[src/verilog/ecp_ext_pkg.sv]
// Shared constants, types and register layout of the extended-control block
`default_nettype none
package ecp_ext_pkg;
  // ----------------------------------------
  // Register offsets from the port base
  // ----------------------------------------
  localparam logic [10:0] DATA_OFS = 11'h000;
  localparam logic [10:0] STAT_OFS = 11'h001;
  localparam logic [10:0] CTRL_OFS = 11'h002;
  localparam logic [10:0] FIFO_OFS = 11'h400;
  localparam logic [10:0] RES_OFS = 11'h401;
  localparam logic [10:0] ECR_OFS = 11'h402;
  localparam logic [7:0] WORD_SIZE_VAL = 8'h10;
  // ----------------------------------------
  // Field positions
  // ----------------------------------------
  localparam int DCR_DIR = 5;
  localparam int DCR_WR_MSB = 4;
  localparam int CMD_RLE_BIT = 7;
  localparam int TAG_BIT = 8;
  // ----------------------------------------
  // Reset values
  // ----------------------------------------
  localparam logic RST_FAULT_DIS = 1'b1;
  localparam logic RST_DMA_EN = 1'b0;
  localparam logic RST_SVC = 1'b1;
  localparam logic [3:0] CTRL_RST = 4'hb;
  // ----------------------------------------
  // FIFO and timing
  // ----------------------------------------
  localparam int FIFO_DEPTH = 16;
  localparam int FIFO_AW = 4;
  localparam logic [FIFO_AW:0] DEPTH_W = 5'h10;
  localparam int CLK_PERIOD_NS = 4;
  localparam int IRQ_PULSE_NS = 100;
  localparam int IRQ_PULSE_CYC = (IRQ_PULSE_NS + CLK_PERIOD_NS - 1) / CLK_PERIOD_NS;
  // ----------------------------------------
  // Modes and handshake engine states
  // ----------------------------------------
  typedef enum logic [2:0] {
    MODE_COMPAT = 3'h0, MODE_BIDIR = 3'h1, MODE_FIFO = 3'h2, MODE_ECP = 3'h3,
    MODE_EPP = 3'h4, MODE_RSVD = 3'h5, MODE_TEST = 3'h6, MODE_CFG = 3'h7
  } mode_t;
  typedef enum logic [5:0] {
    ENG_IDLE = 6'h01, ENG_FSTB = 6'h02, ENG_FREL = 6'h04,
    ENG_RWAIT = 6'h08, ENG_RREL = 6'h10, ENG_RRPT = 6'h20
  } eng_t;
  // ----------------------------------------
  // Pin groups
  // ----------------------------------------
  typedef struct packed {
    logic nIor;
    logic nIow;
    logic aen;
    logic nDack;
    logic tc;
    logic irqLine;
    logic [10:0] addr;
    logic [7:0] data;
  } isa_in_t;
  typedef struct packed {
    logic nFault;
    logic busy;
    logic nAck;
    logic pError;
    logic select;
    logic [7:0] pd;
  } per_in_t;
  typedef struct packed {
    logic [2:0] dmaChan;
    logic [3:0] irqNum;
    logic eppEnable;
    logic [3:0] fifoThr;
  } chip_cfg_t;
endpackage
`default_nettype wire

[src/verilog/ecp_port_extended_control.sv]
// Extended control, configuration and FIFO handshake of an ECP parallel port
// How it works
// RULE1 - word size register reads constant 10h
// RULE2 - resource config bit 7 reads zero
// RULE3 - bit 6 shows live interrupt line level
// RULE4 - bits 2:0 encode allocated DMA channel
// RULE5 - bits 5:3 encode allocated IRQ number
// RULE6 - control bits 7:5 hold mode, read/write
// RULE7 - fault enable low: pulse on nFault fall
// RULE8 - DMA enable allows DMA only if unmasked
// RULE9 - service mask blocks DMA and service interrupts
// RULE10 - hardware sets mask on service event
// RULE11 - mask set on TC or threshold reached
// RULE12 - bits 1,0 report FIFO full, empty
// RULE13 - mode 000: FIFO reset, open-collector controls
// RULE14 - mode 001: direction tri-states, pins readable
// RULE15 - mode 010: FIFO sent by compatibility handshake
// RULE16 - mode 011: ECP send or receive FIFO
// RULE17 - EPP gated, reserved idle, test FIFO only
// RULE18 - mode 111 maps config registers
// RULE19 - mode moves only via 000/001 rules
// RULE20 - modes 010/011 start automatic handshake
// RULE21 - leaving forward mode drops controls cleanly
// RULE22 - leaving reverse drops nAutoFd, discards bytes
// RULE23 - ack level tags data versus command
// RULE24 - run-length count repeats next byte
// RULE25 - clearing mask with valid condition interrupts
// RULE26 - interrupt is short low pulse, released
// RULE27 - FIFO is sixteen bytes deep
// RULE28 - reserved mode behaves as idle
`timescale 1ns/10ps
`default_nettype none
module ecp_port_extended_control
  import ecp_ext_pkg::*;
#(
  parameter int IRQ_PULSE_CYCLES = IRQ_PULSE_CYC
) (
  // Clock and reset
  input wire logic clk,
  input wire logic rst_n,
  // Host bus pins and chip configuration
  input wire isa_in_t isaIn,
  input wire chip_cfg_t chipCfg,
  output logic [7:0] sdOut,
  output logic sdOe_n,
  output logic dreq,
  output logic irqOe_n,
  // Peripheral pins
  input wire per_in_t perIn,
  output logic [7:0] pdOut,
  output logic pdOe_n,
  output logic [3:0] ctrlOut,
  output logic [3:0] ctrlOe_n,
  output logic eppSelected
);

  // ----------------------------------------
  // State
  // ----------------------------------------
  typedef struct packed {
    isa_in_t isa1;
    isa_in_t isa2;
    isa_in_t isa3;
    per_in_t per1;
    per_in_t per2;
    per_in_t per3;
    logic [7:0] dataLatch;
    logic [5:0] dcr;
    mode_t mode;
    logic faultDis;
    logic dma_allow;
    logic svc;
    logic [FIFO_DEPTH-1:0][8:0] mem;
    logic [FIFO_AW:0] wp;
    logic [FIFO_AW:0] rp;
    eng_t eng;
    logic [8:0] cur;
    logic [6:0] rleCnt;
    logic rlePend;
    logic [7:0] irqCnt;
    logic [7:0] sdOut;
    logic sdOe_n;
    logic dreq;
    logic irqOe_n;
    logic [7:0] pdOut;
    logic pdOe_n;
    logic [3:0] ctrlOut;
    logic [3:0] ctrlOe_n;
    logic epp;
  } state_t;

  state_t s_q;
  state_t s_d;

  // ----------------------------------------
  // Encoders for the resource register
  // ----------------------------------------
  function automatic logic [2:0] enc_irq(input logic [3:0] irq);
    case (irq)
      4'hf: enc_irq = 3'h6;
      4'he: enc_irq = 3'h5;
      4'hb: enc_irq = 3'h4;
      4'ha: enc_irq = 3'h3;
      4'h9: enc_irq = 3'h2;
      4'h7: enc_irq = 3'h1;
      4'h5: enc_irq = 3'h7;
      default: enc_irq = 3'h0;
    endcase
  endfunction

  function automatic logic [2:0] enc_dma(input logic [2:0] ch);
    case (ch)
      3'h3: enc_dma = 3'h3;
      3'h2: enc_dma = 3'h2;
      3'h1: enc_dma = 3'h1;
      default: enc_dma = 3'h0;
    endcase
  endfunction

  // ----------------------------------------
  // Next state
  // ----------------------------------------
  always_comb begin
    logic [FIFO_AW:0] cnt;
    logic [FIFO_AW:0] thr;
    logic full;
    logic empty;
    logic dir;
    logic fwd;
    logic rev;
    logic fifoOn;
    logic wrEv;
    logic rdEv;
    logic tcEv;
    logic push;
    logic pop;
    logic [8:0] pushVal;
    logic dmaOk;
    logic svcCond;
    logic pulse;
    logic [7:0] rdVal;
    s_d = s_q;
    cnt = s_q.wp - s_q.rp;
    thr = {1'b0, chipCfg.fifoThr} + 5'h01;
    // RULE27 sixteen-byte FIFO
    full = (cnt == DEPTH_W);
    empty = (cnt == 5'h00);
    dir = s_q.dcr[DCR_DIR];
    fwd = (s_q.mode == MODE_FIFO || s_q.mode == MODE_ECP) && !dir;
    rev = (s_q.mode == MODE_ECP) && dir;
    fifoOn = fwd || rev || s_q.mode == MODE_TEST;
    push = 1'b0;
    pop = 1'b0;
    pushVal = '0;
    pulse = 1'b0;
    rdVal = 8'h00;
    // RULE8 DMA gate
    dmaOk = s_q.dma_allow && !s_q.svc;

    // Two-flop synchronisers; edges are judged on the second and third stage
    s_d.isa1 = isaIn;
    s_d.isa2 = s_q.isa1;
    s_d.isa3 = s_q.isa2;
    s_d.per1 = perIn;
    s_d.per2 = s_q.per1;
    s_d.per3 = s_q.per2;
    wrEv = s_q.isa2.nIow && !s_q.isa3.nIow;
    rdEv = !s_q.isa2.nIor && s_q.isa3.nIor;
    tcEv = s_q.isa2.tc && !s_q.isa3.tc && !s_q.isa2.nDack;

    // Host register writes, taken on the trailing edge of the write strobe
    if (wrEv && !s_q.isa2.aen && s_q.isa2.nDack) begin
      if (s_q.isa2.addr == DATA_OFS) begin
        // RULE23 command bytes tagged low
        if (s_q.mode == MODE_ECP) begin
          if (!dir && !full) begin
            push = 1'b1;
            pushVal = {1'b0, s_q.isa2.data};
          end
        end else begin
          s_d.dataLatch = s_q.isa2.data;
        end
      end else if (s_q.isa2.addr == CTRL_OFS) begin
        s_d.dcr[DCR_WR_MSB:0] = s_q.isa2.data[DCR_WR_MSB:0];
        // RULE19 direction only in 001
        if (s_q.mode == MODE_BIDIR) begin
          s_d.dcr[DCR_DIR] = s_q.isa2.data[DCR_DIR];
        end
      end else if (s_q.isa2.addr == FIFO_OFS) begin
        // RULE17 test mode accepts bytes too
        if ((fwd || s_q.mode == MODE_TEST) && !full) begin
          push = 1'b1;
          pushVal = {1'b1, s_q.isa2.data};
        end
      end else if (s_q.isa2.addr == ECR_OFS) begin
        // RULE19 legal mode moves
        if (s_q.mode == MODE_COMPAT || s_q.mode == MODE_BIDIR ||
            s_q.isa2.data[7:6] == 2'b00) begin
          s_d.mode = mode_t'(s_q.isa2.data[7:5]);
        end
        // RULE7 re-enable with fault pending
        if (s_q.faultDis && !s_q.isa2.data[4] && !s_q.per2.nFault &&
            s_q.mode == MODE_ECP) begin
          pulse = 1'b1;
        end
        // RULE6 mode and control bits
        s_d.faultDis = s_q.isa2.data[4];
        s_d.dma_allow = s_q.isa2.data[3];
        // RULE9 setting the mask raises nothing
        s_d.svc = s_q.isa2.data[2];
      end
    end

    // DMA writes need no address, only the acknowledge
    if (wrEv && !s_q.isa2.nDack && dmaOk && (fwd || s_q.mode == MODE_TEST) && !full) begin
      push = 1'b1;
      pushVal = {1'b1, s_q.isa2.data};
    end

    // Host and DMA reads; the value is captured at the leading edge of the read strobe
    if (rdEv) begin
      if (!s_q.isa2.nDack) begin
        rdVal = s_q.mem[s_q.rp[FIFO_AW-1:0]][7:0];
        pop = dmaOk && !empty && (rev || (s_q.mode == MODE_TEST && dir));
      end else if (s_q.isa2.addr == DATA_OFS) begin
        // RULE14 pin levels in 001
        rdVal = (s_q.mode == MODE_BIDIR) ? s_q.per2.pd : s_q.dataLatch;
      end else if (s_q.isa2.addr == STAT_OFS) begin
        rdVal = {!s_q.per2.busy, s_q.per2.nAck, s_q.per2.pError, s_q.per2.select,
                 s_q.per2.nFault, 3'h0};
      end else if (s_q.isa2.addr == CTRL_OFS) begin
        rdVal = {2'h0, s_q.dcr};
      end else if (s_q.isa2.addr == FIFO_OFS) begin
        // RULE18 RULE1 config view in 111
        if (s_q.mode == MODE_CFG) begin
          rdVal = WORD_SIZE_VAL;
        end else begin
          // Empty FIFO returns the stale entry at the read pointer rather than stalling the bus
          rdVal = s_q.mem[s_q.rp[FIFO_AW-1:0]][7:0];
          pop = !empty && (rev || s_q.mode == MODE_TEST);
        end
      end else if (s_q.isa2.addr == RES_OFS) begin
        // RULE2 RULE3 RULE4 RULE5 resource readback
        if (s_q.mode == MODE_CFG) begin
          rdVal = {1'b0, s_q.isa2.irqLine, enc_irq(chipCfg.irqNum), enc_dma(chipCfg.dmaChan)};
        end
      end else if (s_q.isa2.addr == ECR_OFS) begin
        // RULE12 full and empty flags
        rdVal = {s_q.mode, s_q.faultDis, s_q.dma_allow, s_q.svc, full, empty};
      end
      s_d.sdOut = rdVal;
    end
    s_d.sdOe_n = s_q.isa2.nIor || (s_q.isa2.aen && s_q.isa2.nDack);

    // Handshake engine
    case (s_q.eng)
      ENG_IDLE: begin
        // RULE20 RULE15 RULE16 automatic transfer
        if (fwd && !empty) begin
          pop = 1'b1;
          s_d.cur = s_q.mem[s_q.rp[FIFO_AW-1:0]];
          s_d.eng = ENG_FSTB;
        end else if (rev && !full) begin
          // A pending count must still fetch the data byte it repeats
          s_d.eng = ENG_RWAIT;
        end
      end
      ENG_FSTB: begin
        if (s_q.per2.busy) begin
          s_d.eng = ENG_FREL;
        end
      end
      ENG_FREL: begin
        if (!s_q.per2.busy) begin
          s_d.eng = ENG_IDLE;
        end
      end
      ENG_RWAIT: begin
        if (!s_q.per2.nAck) begin
          s_d.cur = {s_q.per2.busy, s_q.per2.pd};
          s_d.eng = ENG_RREL;
          // RULE23 peripheral ack tags commands
          if (!s_q.per2.busy) begin
            if (!s_q.per2.pd[CMD_RLE_BIT]) begin
              s_d.rleCnt = s_q.per2.pd[6:0];
              s_d.rlePend = 1'b1;
            end
          end else begin
            push = 1'b1;
            pushVal = {1'b1, s_q.per2.pd};
          end
        end
      end
      ENG_RREL: begin
        if (s_q.per2.nAck) begin
          s_d.eng = (s_q.rlePend && s_q.cur[TAG_BIT]) ? ENG_RRPT : ENG_IDLE;
        end
      end
      ENG_RRPT: begin
        // RULE24 repeat count more copies
        if (s_q.rleCnt == 7'h00) begin
          s_d.rlePend = 1'b0;
          s_d.eng = ENG_IDLE;
        end else if (!full) begin
          push = 1'b1;
          pushVal = s_q.cur;
          s_d.rleCnt = s_q.rleCnt - 7'h01;
        end
      end
      default: s_d.eng = ENG_IDLE;
    endcase

    // RULE21 RULE22 abandon transfer on mode exit
    if (!fwd && !rev) begin
      s_d.eng = ENG_IDLE;
      s_d.rlePend = 1'b0;
    end

    // FIFO update
    if (push) begin
      s_d.mem[s_q.wp[FIFO_AW-1:0]] = pushVal;
      s_d.wp = s_q.wp + 5'h01;
    end
    if (pop) begin
      s_d.rp = s_q.rp + 5'h01;
    end
    // RULE13 RULE28 FIFO held outside FIFO modes
    if (!fifoOn) begin
      s_d.wp = '0;
      s_d.rp = '0;
    end

    // RULE11 service conditions
    svcCond = s_q.dma_allow ? tcEv :
              (dir ? (cnt >= thr) : ((DEPTH_W - cnt) >= thr));
    // RULE10 RULE25 hardware set, the cycle after a clear if the condition still holds
    if (fifoOn && !s_q.svc && svcCond) begin
      s_d.svc = 1'b1;
      pulse = 1'b1;
    end
    // RULE7 falling nFault while enabled
    if (s_q.mode == MODE_ECP && !s_q.faultDis && s_q.per3.nFault && !s_q.per2.nFault) begin
      pulse = 1'b1;
    end

    // RULE26 short low pulse, then release
    if (pulse) begin
      s_d.irqCnt = 8'(IRQ_PULSE_CYCLES);
    end else if (s_q.irqCnt != 8'h00) begin
      s_d.irqCnt = s_q.irqCnt - 8'h01;
    end
    s_d.irqOe_n = (s_d.irqCnt == 8'h00);

    // Requests stop as soon as the mask or a full/empty FIFO says so
    s_d.dreq = dmaOk && ((fwd || (s_q.mode == MODE_TEST && !dir)) ? !s_d.wp[FIFO_AW] ^
               (s_d.wp[FIFO_AW-1:0] != s_d.rp[FIFO_AW-1:0]) || (s_d.wp == s_d.rp) :
               (rev || s_q.mode == MODE_TEST) && (s_d.wp != s_d.rp));
    if (dmaOk && (fwd || (s_q.mode == MODE_TEST && !dir))) begin
      s_d.dreq = ((s_d.wp - s_d.rp) != DEPTH_W);
    end

    // Peripheral pins: engine byte in forward 010/011 transfers, data register in every other mode
    s_d.pdOut = fwd ? s_q.cur[7:0] : s_q.dataLatch;
    // RULE13 RULE14 direction ignored in 000 and 010
    s_d.pdOe_n = dir && s_q.mode != MODE_COMPAT && s_q.mode != MODE_FIFO;
    s_d.ctrlOut = {!s_q.dcr[3], s_q.dcr[2], !s_q.dcr[1], !s_q.dcr[0]};
    if (s_q.eng == ENG_FSTB || s_q.eng == ENG_FREL) begin
      // Strobe low until the peripheral answers busy; ECP puts the tag on nAutoFd
      s_d.ctrlOut[0] = (s_q.eng != ENG_FSTB);
      if (s_q.mode == MODE_ECP) begin
        s_d.ctrlOut[1] = s_q.cur[TAG_BIT];
      end
    end else if (rev) begin
      s_d.ctrlOut[1] = (s_q.eng != ENG_RWAIT);
    end
    // RULE13 open-collector in 000, push-pull elsewhere
    s_d.ctrlOe_n = (s_d.mode == MODE_COMPAT) ? s_d.ctrlOut : 4'h0;
    // RULE17 EPP only with option enabled
    s_d.epp = (s_q.mode == MODE_EPP) && chipCfg.eppEnable;
  end

  // ----------------------------------------
  // State register
  // ----------------------------------------
  always_ff @(posedge clk) begin
    if (!rst_n) begin
      s_q <= '0;
      s_q.isa1 <= '1;
      s_q.isa2 <= '1;
      s_q.isa3 <= '1;
      s_q.per1 <= '1;
      s_q.per2 <= '1;
      s_q.per3 <= '1;
      s_q.mode <= MODE_COMPAT;
      s_q.faultDis <= RST_FAULT_DIS;
      s_q.dma_allow <= RST_DMA_EN;
      s_q.svc <= RST_SVC;
      s_q.eng <= ENG_IDLE;
      s_q.sdOe_n <= 1'b1;
      s_q.irqOe_n <= 1'b1;
      s_q.ctrlOut <= CTRL_RST;
      s_q.ctrlOe_n <= CTRL_RST;
    end else begin
      s_q <= s_d;
    end
  end

  // Outputs straight from the state register
  assign sdOut = s_q.sdOut;
  assign sdOe_n = s_q.sdOe_n;
  assign dreq = s_q.dreq;
  assign irqOe_n = s_q.irqOe_n;
  assign pdOut = s_q.pdOut;
  assign pdOe_n = s_q.pdOe_n;
  assign ctrlOut = s_q.ctrlOut;
  assign ctrlOe_n = s_q.ctrlOe_n;
  assign eppSelected = s_q.epp;

endmodule // ecp_port_extended_control
`default_nettype wire

[config.mk]
export PLATFORM = sky130hd
export DESIGN_NAME = ecp_port_extended_control
export DESIGN_NICKNAME = d
export VERILOG_FILES = /design/src/verilog/ecp_ext_pkg.sv /design/src/verilog/ecp_port_extended_control.sv
export SDC_FILE = /design/constraint.sdc
export NUM_CORES = 1
export LEC_CHECK = 0
export ABC_AREA = 0
export BUFFER_PORTS_ARGS = -buffer_cell sky130_fd_sc_hd__buf_4
export CORE_UTILIZATION = 40
export CTS_CLUSTER_DIAMETER = 80
export DETAILED_ROUTE_END_ITERATION = 8
export PLACE_DENSITY = 0.61
export SLEW_MARGIN = 10
export SYNTH_ARGS = -nofsm -noshare
export SYNTH_HDL_FRONTEND = slang
export SYNTH_SLANG_ARGS = --single-unit
[constraint.sdc]
create_clock -name clk -period 4.75 [get_ports clk]
set_input_delay 0.475 -clock clk [delete_from_list [all_inputs] [get_ports clk]]
set_output_delay 0.475 -clock clk [all_outputs]
set_load 0.05 [all_outputs]
==> results.sh <==
export IMPL_finalPower_mw=5.846
export IMPL_path_common_cell="ha_1"
export IMPL_syn_inst=1478
export IMPL_leakage_nw=5.891
export IMPL_crit_required_ps=5140
export IMPL_cp_start_kind="flop"
export IMPL_insertion_delay_ps=530
export IMPL_seqPwrFrac=0.472
export IMPL_skew_ps=24.92
export IMPL_synthTopCellsByArea="dfxtp_1 43%, mux4_2 7.0%, nor2_1 5.5%"
export IMPL_hold_viol_final=0
export IMPL_max_freq_mhz=221.6
export IMPL_synth_seq_cells=314
export IMPL_synth_edf_count=0
export IMPL_core_um2=35660
export IMPL_portBuffers=80
export IMPL_clkPwrFrac=0.463
export IMPL_cts_buffers=35
export IMPL_cap_violations=0
export IMPL_cpLargestDelayFamily="simple AND/OR/NAND/NOR gates"
export IMPL_yosys_warnings=0
export IMPL_ys_types=86
export IMPL_worst_pin_slew_ps=1171
export IMPL_layout_nets=1593
export IMPL_status="complete, but fails checks"
export IMPL_synth_area_leader_cell="dfxtp_1"
export IMPL_crit_path_end_kind="flop"
export IMPL_synth_seq_area_share=0.4320
export IMPL_async_flop_share=0
export IMPL_synth_most_common_cell="dfxtp_1"
export IMPL_groute_usage_overall=0.1954
export IMPL_pre_cts_slack_ps=-61.97
export IMPL_layout_min_cycle_time_ps=4512
export IMPL_grt_pass1_wl_mm=56.99
export IMPL_finalSetupViolCount=0
export IMPL_cp_slowest_cell="or3b_4"
export IMPL_areaGrowthSynthToFinish_pct=13.23
export IMPL_cts_max_level=2
export IMPL_cts_tree="done"
export IMPL_cp_num_buf_inv=3
export IMPL_crit_path_cell_trace="inv_1, ha_1, nor2b_1, o21ai_0, nand2b_1, xnor2_2, inv_2, ha_4, nor4b_4, nand4b_1, o211ai_1, buf_4, and3_1, o21ai_1, ha_1, xnor2_1, nor4_2, nand3_1, or3b_4, a2bb2oi_2, nor3_1"
export IMPL_synth_top_area_share=0.4320
export IMPL_wire_per_inst_um=18.23
export IMPL_hp_class="primary input to flop"
export IMPL_crit_type="flop to flop"
export IMPL_grt_antenna_before_repair=0
export IMPL_p_int_mw=4.464
export IMPL_avgSynthCellArea_um2=9.845
export IMPL_fin_util=0.4620
export IMPL_clock_sinks=314
export IMPL_dp_cells=1926
export IMPL_timing_rr_end="dreq"
export IMPL_synth_area_um2=14550
export IMPL_grt_pass1_vias=10240
export IMPL_worst_slack_ps=237.5
export IMPL_start_util=0.4081
export IMPL_vias=10960
export IMPL_slowest_delay_ps=400
export IMPL_drive_above_1_share=0.2202
export IMPL_sw_frac_of_total=0.2365
export IMPL_drt_initial_drc_count=861
export IMPL_fp_dieH_um=192.7
export IMPL_finalSetupTns_ps=0
export IMPL_clockBufferDepth=3
export IMPL_dr_pass1_iters=7
export IMPL_ir_drop_uv=253.8
export IMPL_cp_arrival_ps=4900
export IMPL_whs_ps=127.7
export IMPL_path_depth=21
export IMPL_reg2reg_slack_ps=240
export IMPL_maxSlewViolCount=0
export IMPL_routabilityCongestion=0.8859
export IMPL_synthFlopType="dfxtp_1"
export IMPL_clkTransAtPathRegs_ps=60
export IMPL_drc=12
export IMPL_relSlewSlack=0.2119
export IMPL_crit_path_end="dreq"
export IMPL_rr_worst_depth=21
export IMPL_synthesis_nets=1561
export IMPL_design_die_area_um2=37140
export IMPL_die_w_um=192.7
export IMPL_drt_total_wl_mm=36.42
export IMPL_violations="design-rule violations"
export IMPL_via_per_inst=5.487
export IMPL_ant_nets=0
export IMPL_rows=69
export IMPL_reg2reg_from="s_q[62]"
export IMPL_hpwlAfterDp_mm=24.73
export IMPL_synthTopCellsByCount="314 x dfxtp_1, 213 x nor2_1, 92 x a211oi_1"
export IMPL_grt_max_degree=119
export IMPL_dpl_cell_area_um2=15170
export IMPL_p_sw_mw=1.383
export IMPL_pwr_density_cell_nw_per_um2=354.9
export IMPL_final_period_utilization=0.9500
export IMPL_cts_root_buf="clkbuf_16"
export IMPL_io_pins=81
export IMPL_design_area_um2=16470
export IMPL_cp_max_fo=7
export IMPL_combPwrFrac=0.065
export IMPL_startpoint="s_q[62]"
export IMPL_grt_overflow=0
export IMPL_fin_cells=1997
[power groups by stage]
stage          clock (mW)  sequential, mW  combinational [mW]
3_5_place_dp            0            2.82               0.379
2_1_floorplan           0            2.80               0.293
5_1_grt              2.85            2.77               0.422
3_3_place_gp            0            2.82               0.374
6_report             2.71            2.76               0.379
4_1_cts              2.75            2.76               0.380
[cells by family after synthesis]
kind of cell	count (synthesis)	share of synthesized area
and+or+nand+nor	559	0.1953
DFF	314	0.4320
AOI/OAI and AO/OA	308	0.1670
buffers and inverters	157	0.06690
muxes	83	0.09597
adders and majority gates	31	0.02717
xor gates and xnor gates	26	0.01565
[area by class of cell]
class | instances | area, um^2
Fill cell | 3359 | 19180
Multi-Input combinational cell | 1007 | 7386
Sequential cell | 314 | 6291
Timing Repair Buffer | 130 | 988.4
Clock buffer | 45 | 954.7
Tap cell | 461 | 576.8
Clock inverter | 17 | 187.7
Inverter | 22 | 87.58
Antenna cell | 1 | 2.502
[per-layer routing]
metal,share of wire,track usage,up-vias,wire [um]
li1,-,-,5321,-
met1,0.47,0.2797,5269,17160
met2,0.46,0.3059,310,16640
met3,0.052,0.02728,57,1885
met4,0.020,0.05179,0,736
met5,0,0,-,0
[repair_timing]
action | 4_1_cts | 5_1_grt
setup buffers | 0 | 8
pin swaps | 0 | 10
endpoints found under the setup margin | 1 | 1
gates resized for setup | 2 | 22
hold buffers | 0 | 0
[sequential cells by signal, summed over array words and instances, names as in the netlist]
name,flops
irqOe_n,1
ctrlOut,4
pdOut,8
s_q,208
pdOe_n,1
s_d,77
sdOe_n,1
ctrlOe_n,4
eppSelected,1
sdOut,8
dreq,1
[cells in the final DEF, fill, tap and decap left out, types with 45 or more instances in the layout]
cell and count:
dfxtp_1 310, a211oi_2 46, a21oi_1 64, nand2b_1 90
a211oi_1 92, buf_4 129, mux4_2 45, nor2_1 212
nand2_1 81
[how the worst min path moves through the flow]
stage | start | endpoint | slack (ps) | cells past startpoint
3_5_place_dp | s_d[302] | s_d[277] | 390 | 1
3_3_place_gp | s_d[251] | s_d[238] | 390 | 1
5_1_grt | isaIn[16] | s_d[314] | 130 | 2
6_report | isaIn[0] | s_d[298] | 130 | 2
2_1_floorplan | s_q[223] | ctrlOut[3] | 380 | 1
4_1_cts | isaIn[0] | s_d[298] | 120 | 2
(Power assumes the default switching activity.)
